==> src/pbpc_pkg.sv <==
// Purpose: constants and carriers for the bridge port configuration bank
// Assumes: AXI4-Lite, 32-bit data, one aligned word per register
// Notes:   two identical per-bus spaces, bus B at a fixed stride
package pbpc_pkg;
	localparam int unsigned ADDR_W = 12;
	// byte address of the bus B space; bus A sits at zero
	localparam logic [ADDR_W-1:0] BUS_B_BASE = 12'h100;
	localparam logic [7:0] OFF_CLASS_WORD = 8'h08;
	localparam logic [7:0] OFF_LINE_WORD  = 8'h0C;
	localparam logic [7:0] OFF_PORT_CTRL  = 8'h40;
	localparam logic [7:0] OFF_CAPACITY   = 8'h48;
	// class code sits in bytes 9..11 of the word at 08h
	localparam int unsigned CLASS_LSB = 8;
	localparam logic [23:0] CLASS_CODE = 24'h060000;
	localparam logic [7:0]  LINE_SIZE_RST = 8'h08;
	localparam logic [23:0] CAP_WIDE   = 24'h302308;
	localparam logic [23:0] CAP_NARROW = 24'h182184;
	localparam logic [15:0] CTRL_RST   = 16'h2310;
	// software-writable bits of the port control word
	localparam logic [15:0] CTRL_WMASK = 16'h7FF0;
	localparam int unsigned B_LOCK     = 14;
	localparam int unsigned B_WACC     = 13;
	localparam int unsigned B_LINE_PF  = 12;
	localparam int unsigned B_WORD_PF  = 11;
	localparam int unsigned B_BLOCK    = 10;
	localparam int unsigned B_IOMASK   = 9;
	localparam int unsigned B_PASS     = 8;
	localparam int unsigned B_MERGE    = 7;
	localparam int unsigned B_RESTREAM = 6;
	localparam int unsigned B_PF_LSB   = 4;
	localparam int unsigned B_EXT_ARB  = 3;
	localparam int unsigned B_WIDE     = 2;
	localparam int unsigned B_GEAR     = 1;
	localparam logic [1:0] RESP_OKAY   = 2'h0;
	localparam logic [1:0] RESP_SLVERR = 2'h2;

	typedef struct packed {
		logic        lock_enable;
		logic        write_accept_enable;
		logic        line_prefetch_enable;
		logic        word_prefetch_enable;
		logic        block_requests;
		logic        io_mask;
		logic        write_pass_read;
		logic        write_merge_enable;
		logic        restream_enable;
		logic [1:0]  prefetch_size;
	} pbpc_ctrl_type;

	typedef struct packed {
		logic        external_arbiter_strap;
		logic        wide_bus_strap;
		logic        clock_ratio_strap;
	} pbpc_strap_type;
endpackage

==> src/pbpc_port_config.sv <==
// Purpose: per-bus configuration bank of a host-to-PCI expander bridge
// Assumes: straps stable after reset; synchronous inputs at ref_clk
// Notes:   bus B space vanishes (SLVERR) in wide-bus mode

//////////////////////////////////////////////////////////////////////////////
// Summary of operation
// - two identical, independent register spaces, one per PCI bus.
// - in wide-bus mode only bus A space answers; bus B refused.
// - capacity register read-only, 302308h wide, 182184h narrow.
// - bits 23:18 write queue depth, 6 narrow, 12 wide.
// - bits 17:12 read queue depth, 2 in both modes.
// - bits 11:6 write buffers of 32 bytes, 6 narrow, 12 wide.
// - bits 5:0 read buffers of 32 bytes, 4 narrow, 8 wide.
// - class code read-only, base class 06h, other bytes zero.
// - line size read/write, resets 08h; software writes only 08h.
// - bit 14 with internal arbitration keeps grants to lock owner only.
// - bit 13 clear holds posted write accept asserted; resets to one.
// - bits 12 and 11 make line and sub-line reads prefetchable.
// - bit 10 under internal arbitration blocks all requests and grants.
// - bit 9, reset one, zeroes upper I/O address bits.
// - bit 8, reset one, lets writes pass retried reads.
// - bit 7 enables merging of sequential outbound writes.
// - bit 6 keeps delayed-read data after disconnect.
// - bits 5:4 prefetch length 16/32/64 dwords, reset 01.
// - bit 3 reflects this bus's external arbiter strap.
// - bit 2 reflects the wide-bus strap.
// - bit 1 reflects the clock ratio strap, expected zero.
module pbpc_port_config (
	input  wire logic                          ref_clk,
	input  wire logic                          nrst,
	input  wire logic [pbpc_pkg::ADDR_W-1:0]   s_axi_awaddr,
	input  wire logic                          s_axi_awvalid,
	output logic                               s_axi_awready,
	input  wire logic [31:0]                   s_axi_wdata,
	input  wire logic [3:0]                    s_axi_wstrb,
	input  wire logic                          s_axi_wvalid,
	output logic                               s_axi_wready,
	output logic [1:0]                         s_axi_bresp,
	output logic                               s_axi_bvalid,
	input  wire logic                          s_axi_bready,
	input  wire logic [pbpc_pkg::ADDR_W-1:0]   s_axi_araddr,
	input  wire logic                          s_axi_arvalid,
	output logic                               s_axi_arready,
	output logic [31:0]                        s_axi_rdata,
	output logic [1:0]                         s_axi_rresp,
	output logic                               s_axi_rvalid,
	input  wire logic                          s_axi_rready,
	input  wire logic                          ext_arb_strap_a,
	input  wire logic                          ext_arb_strap_b,
	input  wire logic                          wide_bus_strap,
	input  wire logic                          clock_ratio_strap,
	input  wire logic [1:0]                    lock_established,
	output pbpc_pkg::pbpc_ctrl_type            ctrl_a,
	output pbpc_pkg::pbpc_ctrl_type            ctrl_b,
	output logic [1:0]                         arb_lock_hold,
	output logic [1:0]                         arb_block,
	output logic [1:0]                         posted_write_accept_force,
	output logic [1:0]                         line_prefetch_enable,
	output logic [1:0]                         word_prefetch_enable,
	output logic [1:0]                         write_merge_enable,
	output logic [1:0]                         io_addr_mask
);

	localparam int unsigned NBUS = 2;

	typedef struct packed {
		logic                         aw_full;
		logic [pbpc_pkg::ADDR_W-1:0]  aw_addr;
		logic                         w_full;
		logic [31:0]                  w_data;
		logic [3:0]                   w_strb;
		logic                         bvalid;
		logic [1:0]                   bresp;
		logic                         rvalid;
		logic [31:0]                  rdata;
		logic [1:0]                   rresp;
		logic                         straps_taken;
		pbpc_pkg::pbpc_strap_type     strap_a;
		pbpc_pkg::pbpc_strap_type     strap_b;
		logic [NBUS-1:0][7:0]         line_size;
		pbpc_pkg::pbpc_ctrl_type [NBUS-1:0] ctrl;
		logic [NBUS-1:0]              lock_hold;
		logic [NBUS-1:0]              block;
	} pbpc_state_type;

	pbpc_state_type state;
	pbpc_state_type next_state;

	localparam pbpc_pkg::pbpc_ctrl_type CTRL_RST_S = pbpc_pkg::CTRL_RST[14:4];

	//////////////////////////////////////////////////////////////////////////
	// read-back image of one bus space
	function automatic logic [31:0] read_word(
		input logic [7:0]                 off,
		input logic [7:0]                 ls,
		input pbpc_pkg::pbpc_ctrl_type    c,
		input pbpc_pkg::pbpc_strap_type   s
	);
		logic [31:0] v;
		v = 32'h0000_0000;
		unique case (off)
			pbpc_pkg::OFF_CLASS_WORD: v = {pbpc_pkg::CLASS_CODE, 8'h00};
			pbpc_pkg::OFF_LINE_WORD:  v = {24'h000000, ls};
			pbpc_pkg::OFF_PORT_CTRL:  v = {16'h0000, 1'b0, c, s, 1'b0};
			pbpc_pkg::OFF_CAPACITY:   v = {8'h00, (s.wide_bus_strap ?
				pbpc_pkg::CAP_WIDE : pbpc_pkg::CAP_NARROW)};
			default:                  v = 32'h0000_0000;
		endcase
		return v;
	endfunction

	function automatic logic known_off(input logic [7:0] off);
		return off == pbpc_pkg::OFF_CLASS_WORD || off == pbpc_pkg::OFF_LINE_WORD
			|| off == pbpc_pkg::OFF_PORT_CTRL || off == pbpc_pkg::OFF_CAPACITY;
	endfunction

	//////////////////////////////////////////////////////////////////////////
	always_comb begin
		logic                         wbus;
		logic [7:0]                   woff;
		logic                         wok;
		logic                         rbus;
		logic [7:0]                   roff;
		logic [15:0]                  cw;
		logic [15:0]                  cn;
		pbpc_pkg::pbpc_strap_type     rs;
		wbus = 1'b0;
		woff = 8'h00;
		wok = 1'b0;
		rbus = 1'b0;
		roff = 8'h00;
		cw = 16'h0000;
		cn = 16'h0000;
		rs = state.strap_a;
		next_state = state;
		if (!state.straps_taken) begin
			next_state.straps_taken = 1'b1;
			next_state.strap_a = {ext_arb_strap_a, wide_bus_strap, clock_ratio_strap};
			next_state.strap_b = {ext_arb_strap_b, wide_bus_strap, clock_ratio_strap};
		end
		if (s_axi_awvalid && !state.aw_full) begin
			next_state.aw_full = 1'b1;
			next_state.aw_addr = s_axi_awaddr;
		end
		if (s_axi_wvalid && !state.w_full) begin
			next_state.w_full = 1'b1;
			next_state.w_data = s_axi_wdata;
			next_state.w_strb = s_axi_wstrb;
		end
		if (s_axi_bvalid && s_axi_bready)
			next_state.bvalid = 1'b0;
		// write executes once both halves held and no response pending
		if (state.aw_full && state.w_full && !state.bvalid) begin
			wbus = state.aw_addr >= pbpc_pkg::BUS_B_BASE;
			woff = 8'(state.aw_addr - (wbus ? pbpc_pkg::BUS_B_BASE : 12'h000));
			woff[1:0] = 2'h0;
			wok = state.aw_addr < 12'(2 * pbpc_pkg::BUS_B_BASE) && known_off(woff)
				&& !(wbus && state.strap_a.wide_bus_strap);
			next_state.aw_full = 1'b0;
			next_state.w_full = 1'b0;
			next_state.bvalid = 1'b1;
			next_state.bresp = wok ? pbpc_pkg::RESP_OKAY : pbpc_pkg::RESP_SLVERR;
			if (wok && woff == pbpc_pkg::OFF_LINE_WORD && state.w_strb[0])
				next_state.line_size[wbus] = state.w_data[7:0];
			if (wok && woff == pbpc_pkg::OFF_PORT_CTRL) begin
				cw = {1'b0, state.ctrl[wbus], 4'h0};
				cn = state.w_data[15:0];
				if (!state.w_strb[0])
					cn[7:0] = cw[7:0];
				if (!state.w_strb[1])
					cn[15:8] = cw[15:8];
				cn = cn & pbpc_pkg::CTRL_WMASK;
				next_state.ctrl[wbus] = cn[14:4];
			end
		end
		if (s_axi_rvalid && s_axi_rready)
			next_state.rvalid = 1'b0;
		if (s_axi_arvalid && !state.rvalid) begin
			rbus = s_axi_araddr >= pbpc_pkg::BUS_B_BASE;
			roff = 8'(s_axi_araddr - (rbus ? pbpc_pkg::BUS_B_BASE : 12'h000));
			roff[1:0] = 2'h0;
			rs = rbus ? state.strap_b : state.strap_a;
			next_state.rvalid = 1'b1;
			if (s_axi_araddr < 12'(2 * pbpc_pkg::BUS_B_BASE) && known_off(roff)
				&& !(rbus && state.strap_a.wide_bus_strap)) begin
				next_state.rdata = read_word(roff, state.line_size[rbus],
					state.ctrl[rbus], rs);
				next_state.rresp = pbpc_pkg::RESP_OKAY;
			end else begin
				next_state.rdata = 32'h0000_0000;
				next_state.rresp = pbpc_pkg::RESP_SLVERR;
			end
		end
		// arbiter steering; external arbitration disables both controls
		next_state.lock_hold[0] = state.ctrl[0].lock_enable && lock_established[0]
			&& !state.strap_a.external_arbiter_strap;
		next_state.lock_hold[1] = state.ctrl[1].lock_enable && lock_established[1]
			&& !state.strap_b.external_arbiter_strap;
		next_state.block[0] = state.ctrl[0].block_requests
			&& !state.strap_a.external_arbiter_strap;
		next_state.block[1] = state.ctrl[1].block_requests
			&& !state.strap_b.external_arbiter_strap;
	end

	always_ff @(posedge ref_clk or negedge nrst) begin
		if (!nrst) begin
			state <= '0;
			state.line_size <= {NBUS{pbpc_pkg::LINE_SIZE_RST}};
			state.ctrl <= {NBUS{CTRL_RST_S}};
		end else begin
			state <= next_state;
		end
	end

	//////////////////////////////////////////////////////////////////////////
	assign s_axi_awready = !state.aw_full;
	assign s_axi_wready  = !state.w_full;
	assign s_axi_bvalid  = state.bvalid;
	assign s_axi_bresp   = state.bresp;
	assign s_axi_arready = !state.rvalid;
	assign s_axi_rvalid  = state.rvalid;
	assign s_axi_rdata   = state.rdata;
	assign s_axi_rresp   = state.rresp;
	assign ctrl_a        = state.ctrl[0];
	assign ctrl_b        = state.ctrl[1];
	assign arb_lock_hold = state.lock_hold;
	assign arb_block     = state.block;

	genvar gi;
	generate
		for (gi = 0; gi < NBUS; gi++) begin : g_bus
			assign posted_write_accept_force[gi] = !state.ctrl[gi].write_accept_enable;
			assign line_prefetch_enable[gi] = state.ctrl[gi].line_prefetch_enable;
			assign word_prefetch_enable[gi] = state.ctrl[gi].word_prefetch_enable;
			assign write_merge_enable[gi]   = state.ctrl[gi].write_merge_enable;
			assign io_addr_mask[gi]         = state.ctrl[gi].io_mask;
		end
	endgenerate

	//////////////////////////////////////////////////////////////////////////
	wire b_hit = s_axi_araddr >= pbpc_pkg::BUS_B_BASE;
endmodule

==> config.mk <==
export PLATFORM = sky130hd
export DESIGN_NAME = pbpc_port_config
export DESIGN_NICKNAME = d
export VERILOG_FILES = /design/src/pbpc_pkg.sv /design/src/pbpc_port_config.sv
export SDC_FILE = /design/constraint.sdc
export NUM_CORES = 1
export LEC_CHECK = 0
export BUFFER_PORTS_ARGS = -buffer_cell sky130_fd_sc_hd__buf_2
export CAP_MARGIN = 15
export CORE_ASPECT_RATIO = 0.75
export CORE_MARGIN = 5
export CORE_UTILIZATION = 50
export DETAILED_ROUTE_END_ITERATION = 10
export GPL_TIMING_DRIVEN = 0
export PLACE_DENSITY = 0.78
export SYNTH_ARGS = -nofsm -noshare
export SYNTH_HDL_FRONTEND = slang
export SYNTH_SLANG_ARGS = --single-unit
==> constraint.sdc <==
create_clock -name ref_clk -period 2.5 [get_ports ref_clk]
set_clock_uncertainty 0.1 [all_clocks]
set_input_delay 0.25 -clock ref_clk [delete_from_list [all_inputs] [get_ports ref_clk]]
set_output_delay 0.25 -clock ref_clk [all_outputs]
set_load 0.01 [all_outputs]
==> results.md <==
- **status** completed
- **number of instances on the worst hold path** 2
- **count of max-cap constraint violations** 0
- **clock latency reported for the late side of the worst-skew pair** 350 ps
- **placer's final routability congestion estimate** 0.8113
- **critical path type** register to register
- **Resize count post-CTS** 0
- **final max-slew violation count** 0
- **fraction of layout instances using a drive strength above 1** 51.11%
- **primary flip-flop cell chosen by synthesis mapping** dfrtp_1
- **area taken by multi-input logic gates** 1730 um^2
- **DPL Wire Length** 7985 um
- **number of global-route vias before repair** 3406
- **Slowest-stage cell, CP** nor3_1
- **Cell variety after synth** 45
- **Sink Count** 99
- **overall global routing resource usage** 19.01%
- **transition time of the tightest slew-check pin** 809.2 ps
- **Initial Utilization** 52.07%
- **post-route fraction of the period consumed by the critical path** 86.45%
- **count of input and output buffers** 112
- **largest area contributor in the synthesized netlist** dfrtp_1
- **CTS Root Cell** clkbuf_16
- **TritonRoute pass-1 iters** 4
- **post-detailed-placement cell area** 5588 um^2
- **Die Outline Area** 11650 um^2
- **antenna-violating nets left** 0
- **share of power burned in registers** 47.2%
- **Post-Syn Area per Cell** 12.06 um^2
- **area of the placeable core** 9196 um^2
- **area added between synthesis and finish** 23.46%
- **startpoint type of the worst setup path** register
- **switching part of the total power** 29.55%
- **design internal power** 3.260 mW
- **portion of synthesized cell area occupied by the leading cell type** 46.51%
- **leading cell type in the layout, fill and taps excluded** buf_2
- **cts bufs inserted** 9
- **net switching power** 1.368 mW
- **Sum Neg Setup Slack** 0 ps
- **post-CTS setup repair buffer count** 0
- **Final Routed Wirelength** 10730 um
- **number of placed instances with taps included** 651
- **most used cells in the layout excluding fill and tap cells** 115 x buf_2, 89 x dfrtp_1, 72 x buf_4
- **clock transition at the registers of the reported paths** 60 ps
- **floorplan die height** 94.75 um
- **global-route wire length before repair** 17130 um
- **Sequential cell area** 2490 um^2
- **number of antenna repair diodes** 0
- **slowest cell delay on critical path** 650 ps
- **worst reg-to-reg path cell count** 4
- **synthesis-stage register bit count** 99
- **worst voltage drop across the vdd grid** 0.0006128 V
- **Post-route DRC** 0
- **f_max** 0.4627 GHz
- **antenna violations before repair** 1
- **pin count of the biggest net entering global routing** 67
- **power density relative to cell area** 782.8 nW/um^2
- **share of synthesized area occupied by flip-flops and latches** 52.00%
- **EDFF count, synth** 0
- **final standard cell count with taps included and fillers excluded** 670
- **Required @ worst endpoint** 2630 ps
- **number of buffers and inverters on the critical path** 0
- **Leakage** 2.993 nW
- **total design power** 4.628 mW
- **instance count on the critical path** 4
- **H-tree level count** 3
- **TritonCTS clock tree** built
- **Critical Path, Cell by Cell** nor3_2 -> nand4_1 -> nor3_1 -> mux2_2
- **routed vias** 3382
- **Final Instance Area** 5912 um^2
- **clock group share of total power** 29.6%
- **Detailed Route Iter0 Violations** 214
- **family of cells with the greatest summed delay on the critical path** simple AND/OR/NAND/NOR gates
- **worst hold margin** 32.89 ps
- **share of power burned in combinational logic** 23.1%
- **CP endpoint kind** register
- **FP Rows** 30
- **worst slew slack as a fraction of its limit** 45.64%
- **class of the worst hold path** primary input to register
- **setup repair after global routing missed its margin** false
- **DR WL/cell** 16.02 um
- **cell area after synthesis** 4788 um^2
- **Die Wd** 123 um
- **final setup violating endpoints** 0
- **number of I/O pins** 150
- **overflow left after global routing** 0
- **CP max FO** 4
- **clock tree buffer depth** 2
- **net count of the finished layout** 610
- **internal reg-to-reg setup slack** 340 ps
- **top post-synthesis cells by area** dfrtp_1 47%, mux2_2 13%, buf_4 11%, dfstp_2 5.5%, mux2i_1 4.0%
- **number of inserted filler cells in the final layout** 723
- **hold violation count in the final report** 0
- **Worst EP arrival** 2290 ps
- **instance count of the mapped netlist** 397
- **hold-fix buffer count after cts** 3
- **asr flop ratio synth** 100.0%
- **average via count per standard cell** 5.048
- **synth warn** 0
- **minimum period implied by the final worst setup slack** 2161 ps
[logic make-up (layout without fill, tap and decap cells)]
kind of cell	count (synthesis)	count (layout)	synth area share (%)
xor+xnor	1	1	0.1829
mux	74	74	16.91
compound gates	60	60	8.806
flops	99	99	52.00
simple gates	69	69	9.067
other cells	2	15	0.1568
buf+inv	92	224	12.88
[flip-flops by register name, indices dropped and copies added, names as in the netlist]
signal	flops
arb_block	2
arb_lock_hold	2
ctrl_a	11
ctrl_b	11
s_axi_bresp	1
s_axi_bvalid	1
s_axi_rdata	19
s_axi_rresp	1
s_axi_rvalid	1
state	50
[worst paths after layout]
path / startpoint / end
min in group asynchronous: nrst / s_axi_rvalid$_DFFE_PN0P_
max in group asynchronous: nrst / ctrl_a[0]$_DFFE_PN1P_
setup / recovery: state[131]$_DFFE_PN0P_ / ctrl_a[2]$_DFFE_PN0P_
hold / removal: s_axi_wdata[9] / state[100]$_DFFE_PN0P_
hold reg to reg: s_axi_rdata[19]$_DFFE_PN0P_ / s_axi_rdata[19]$_DFFE_PN0P_
setup reg to reg: state[131]$_DFFE_PN0P_ / ctrl_a[2]$_DFFE_PN0P_
[per-layer routing]
metal | vias up | global-route usage (%) | share of wire [%]
met5 | - | 0 | 0.065
met4 | 2 | 3.871 | 1.0
met3 | 14 | 6.766 | 9.3
met2 | 138 | 29.33 | 44
met1 | 1622 | 26.13 | 45
li1 | 1606 | - | -
[metrics by stage]
step | utilization [%] | worst slack (ps)
after floorplan | - | 620.4
after global placement | 60.44 | 125.8
after detailed placement | 60.76 | 346.3
after CTS | 64.29 | 316.6
after global routing | 64.29 | 131.5
final | 64.29 | 338.7
[Yosys cell counts (all sizes together), types with 6 or more instances]
cell	instances
buf	75
mux2i	19
mux2	55
clkbuf	6
nor2	7
nand2b	9
a2bb2oi	14
inv	11
nor3	6
nand2	18
o21ai	21
dfrtp	89
nor2b	7
dfstp	10
[worst reg2reg max path, stage by stage, from the launching register on]
cell and delay (ps):
dfrtp_1 390, nor3_2 320, nand4_1 170, nor3_1 650
mux2_2 420
[area by class of cell]
cell class / count / area share [%]
sequential: 99 / 42.12
multi-input combinational: 219 / 29.27
timing repair buffer: 116 / 10.50
buffer: 81 / 9.735
clock buffer: 10 / 3.873
tap: 128 / 2.709
clock inverter: 6 / 1.101
inverter: 11 / 0.6984
[power groups by stage]
stage                     sequential, mW  combinational, mW  clock, mW
after floorplan                     2.12              0.781          0
after global placement              2.19               1.02          0
after detailed placement            2.21               1.07          0
after CTS                           2.18               1.08       1.39
after global routing                2.24               1.19       1.46
final                               2.19               1.07       1.37
No activity file was read; power rests on OpenSTA's default activity.
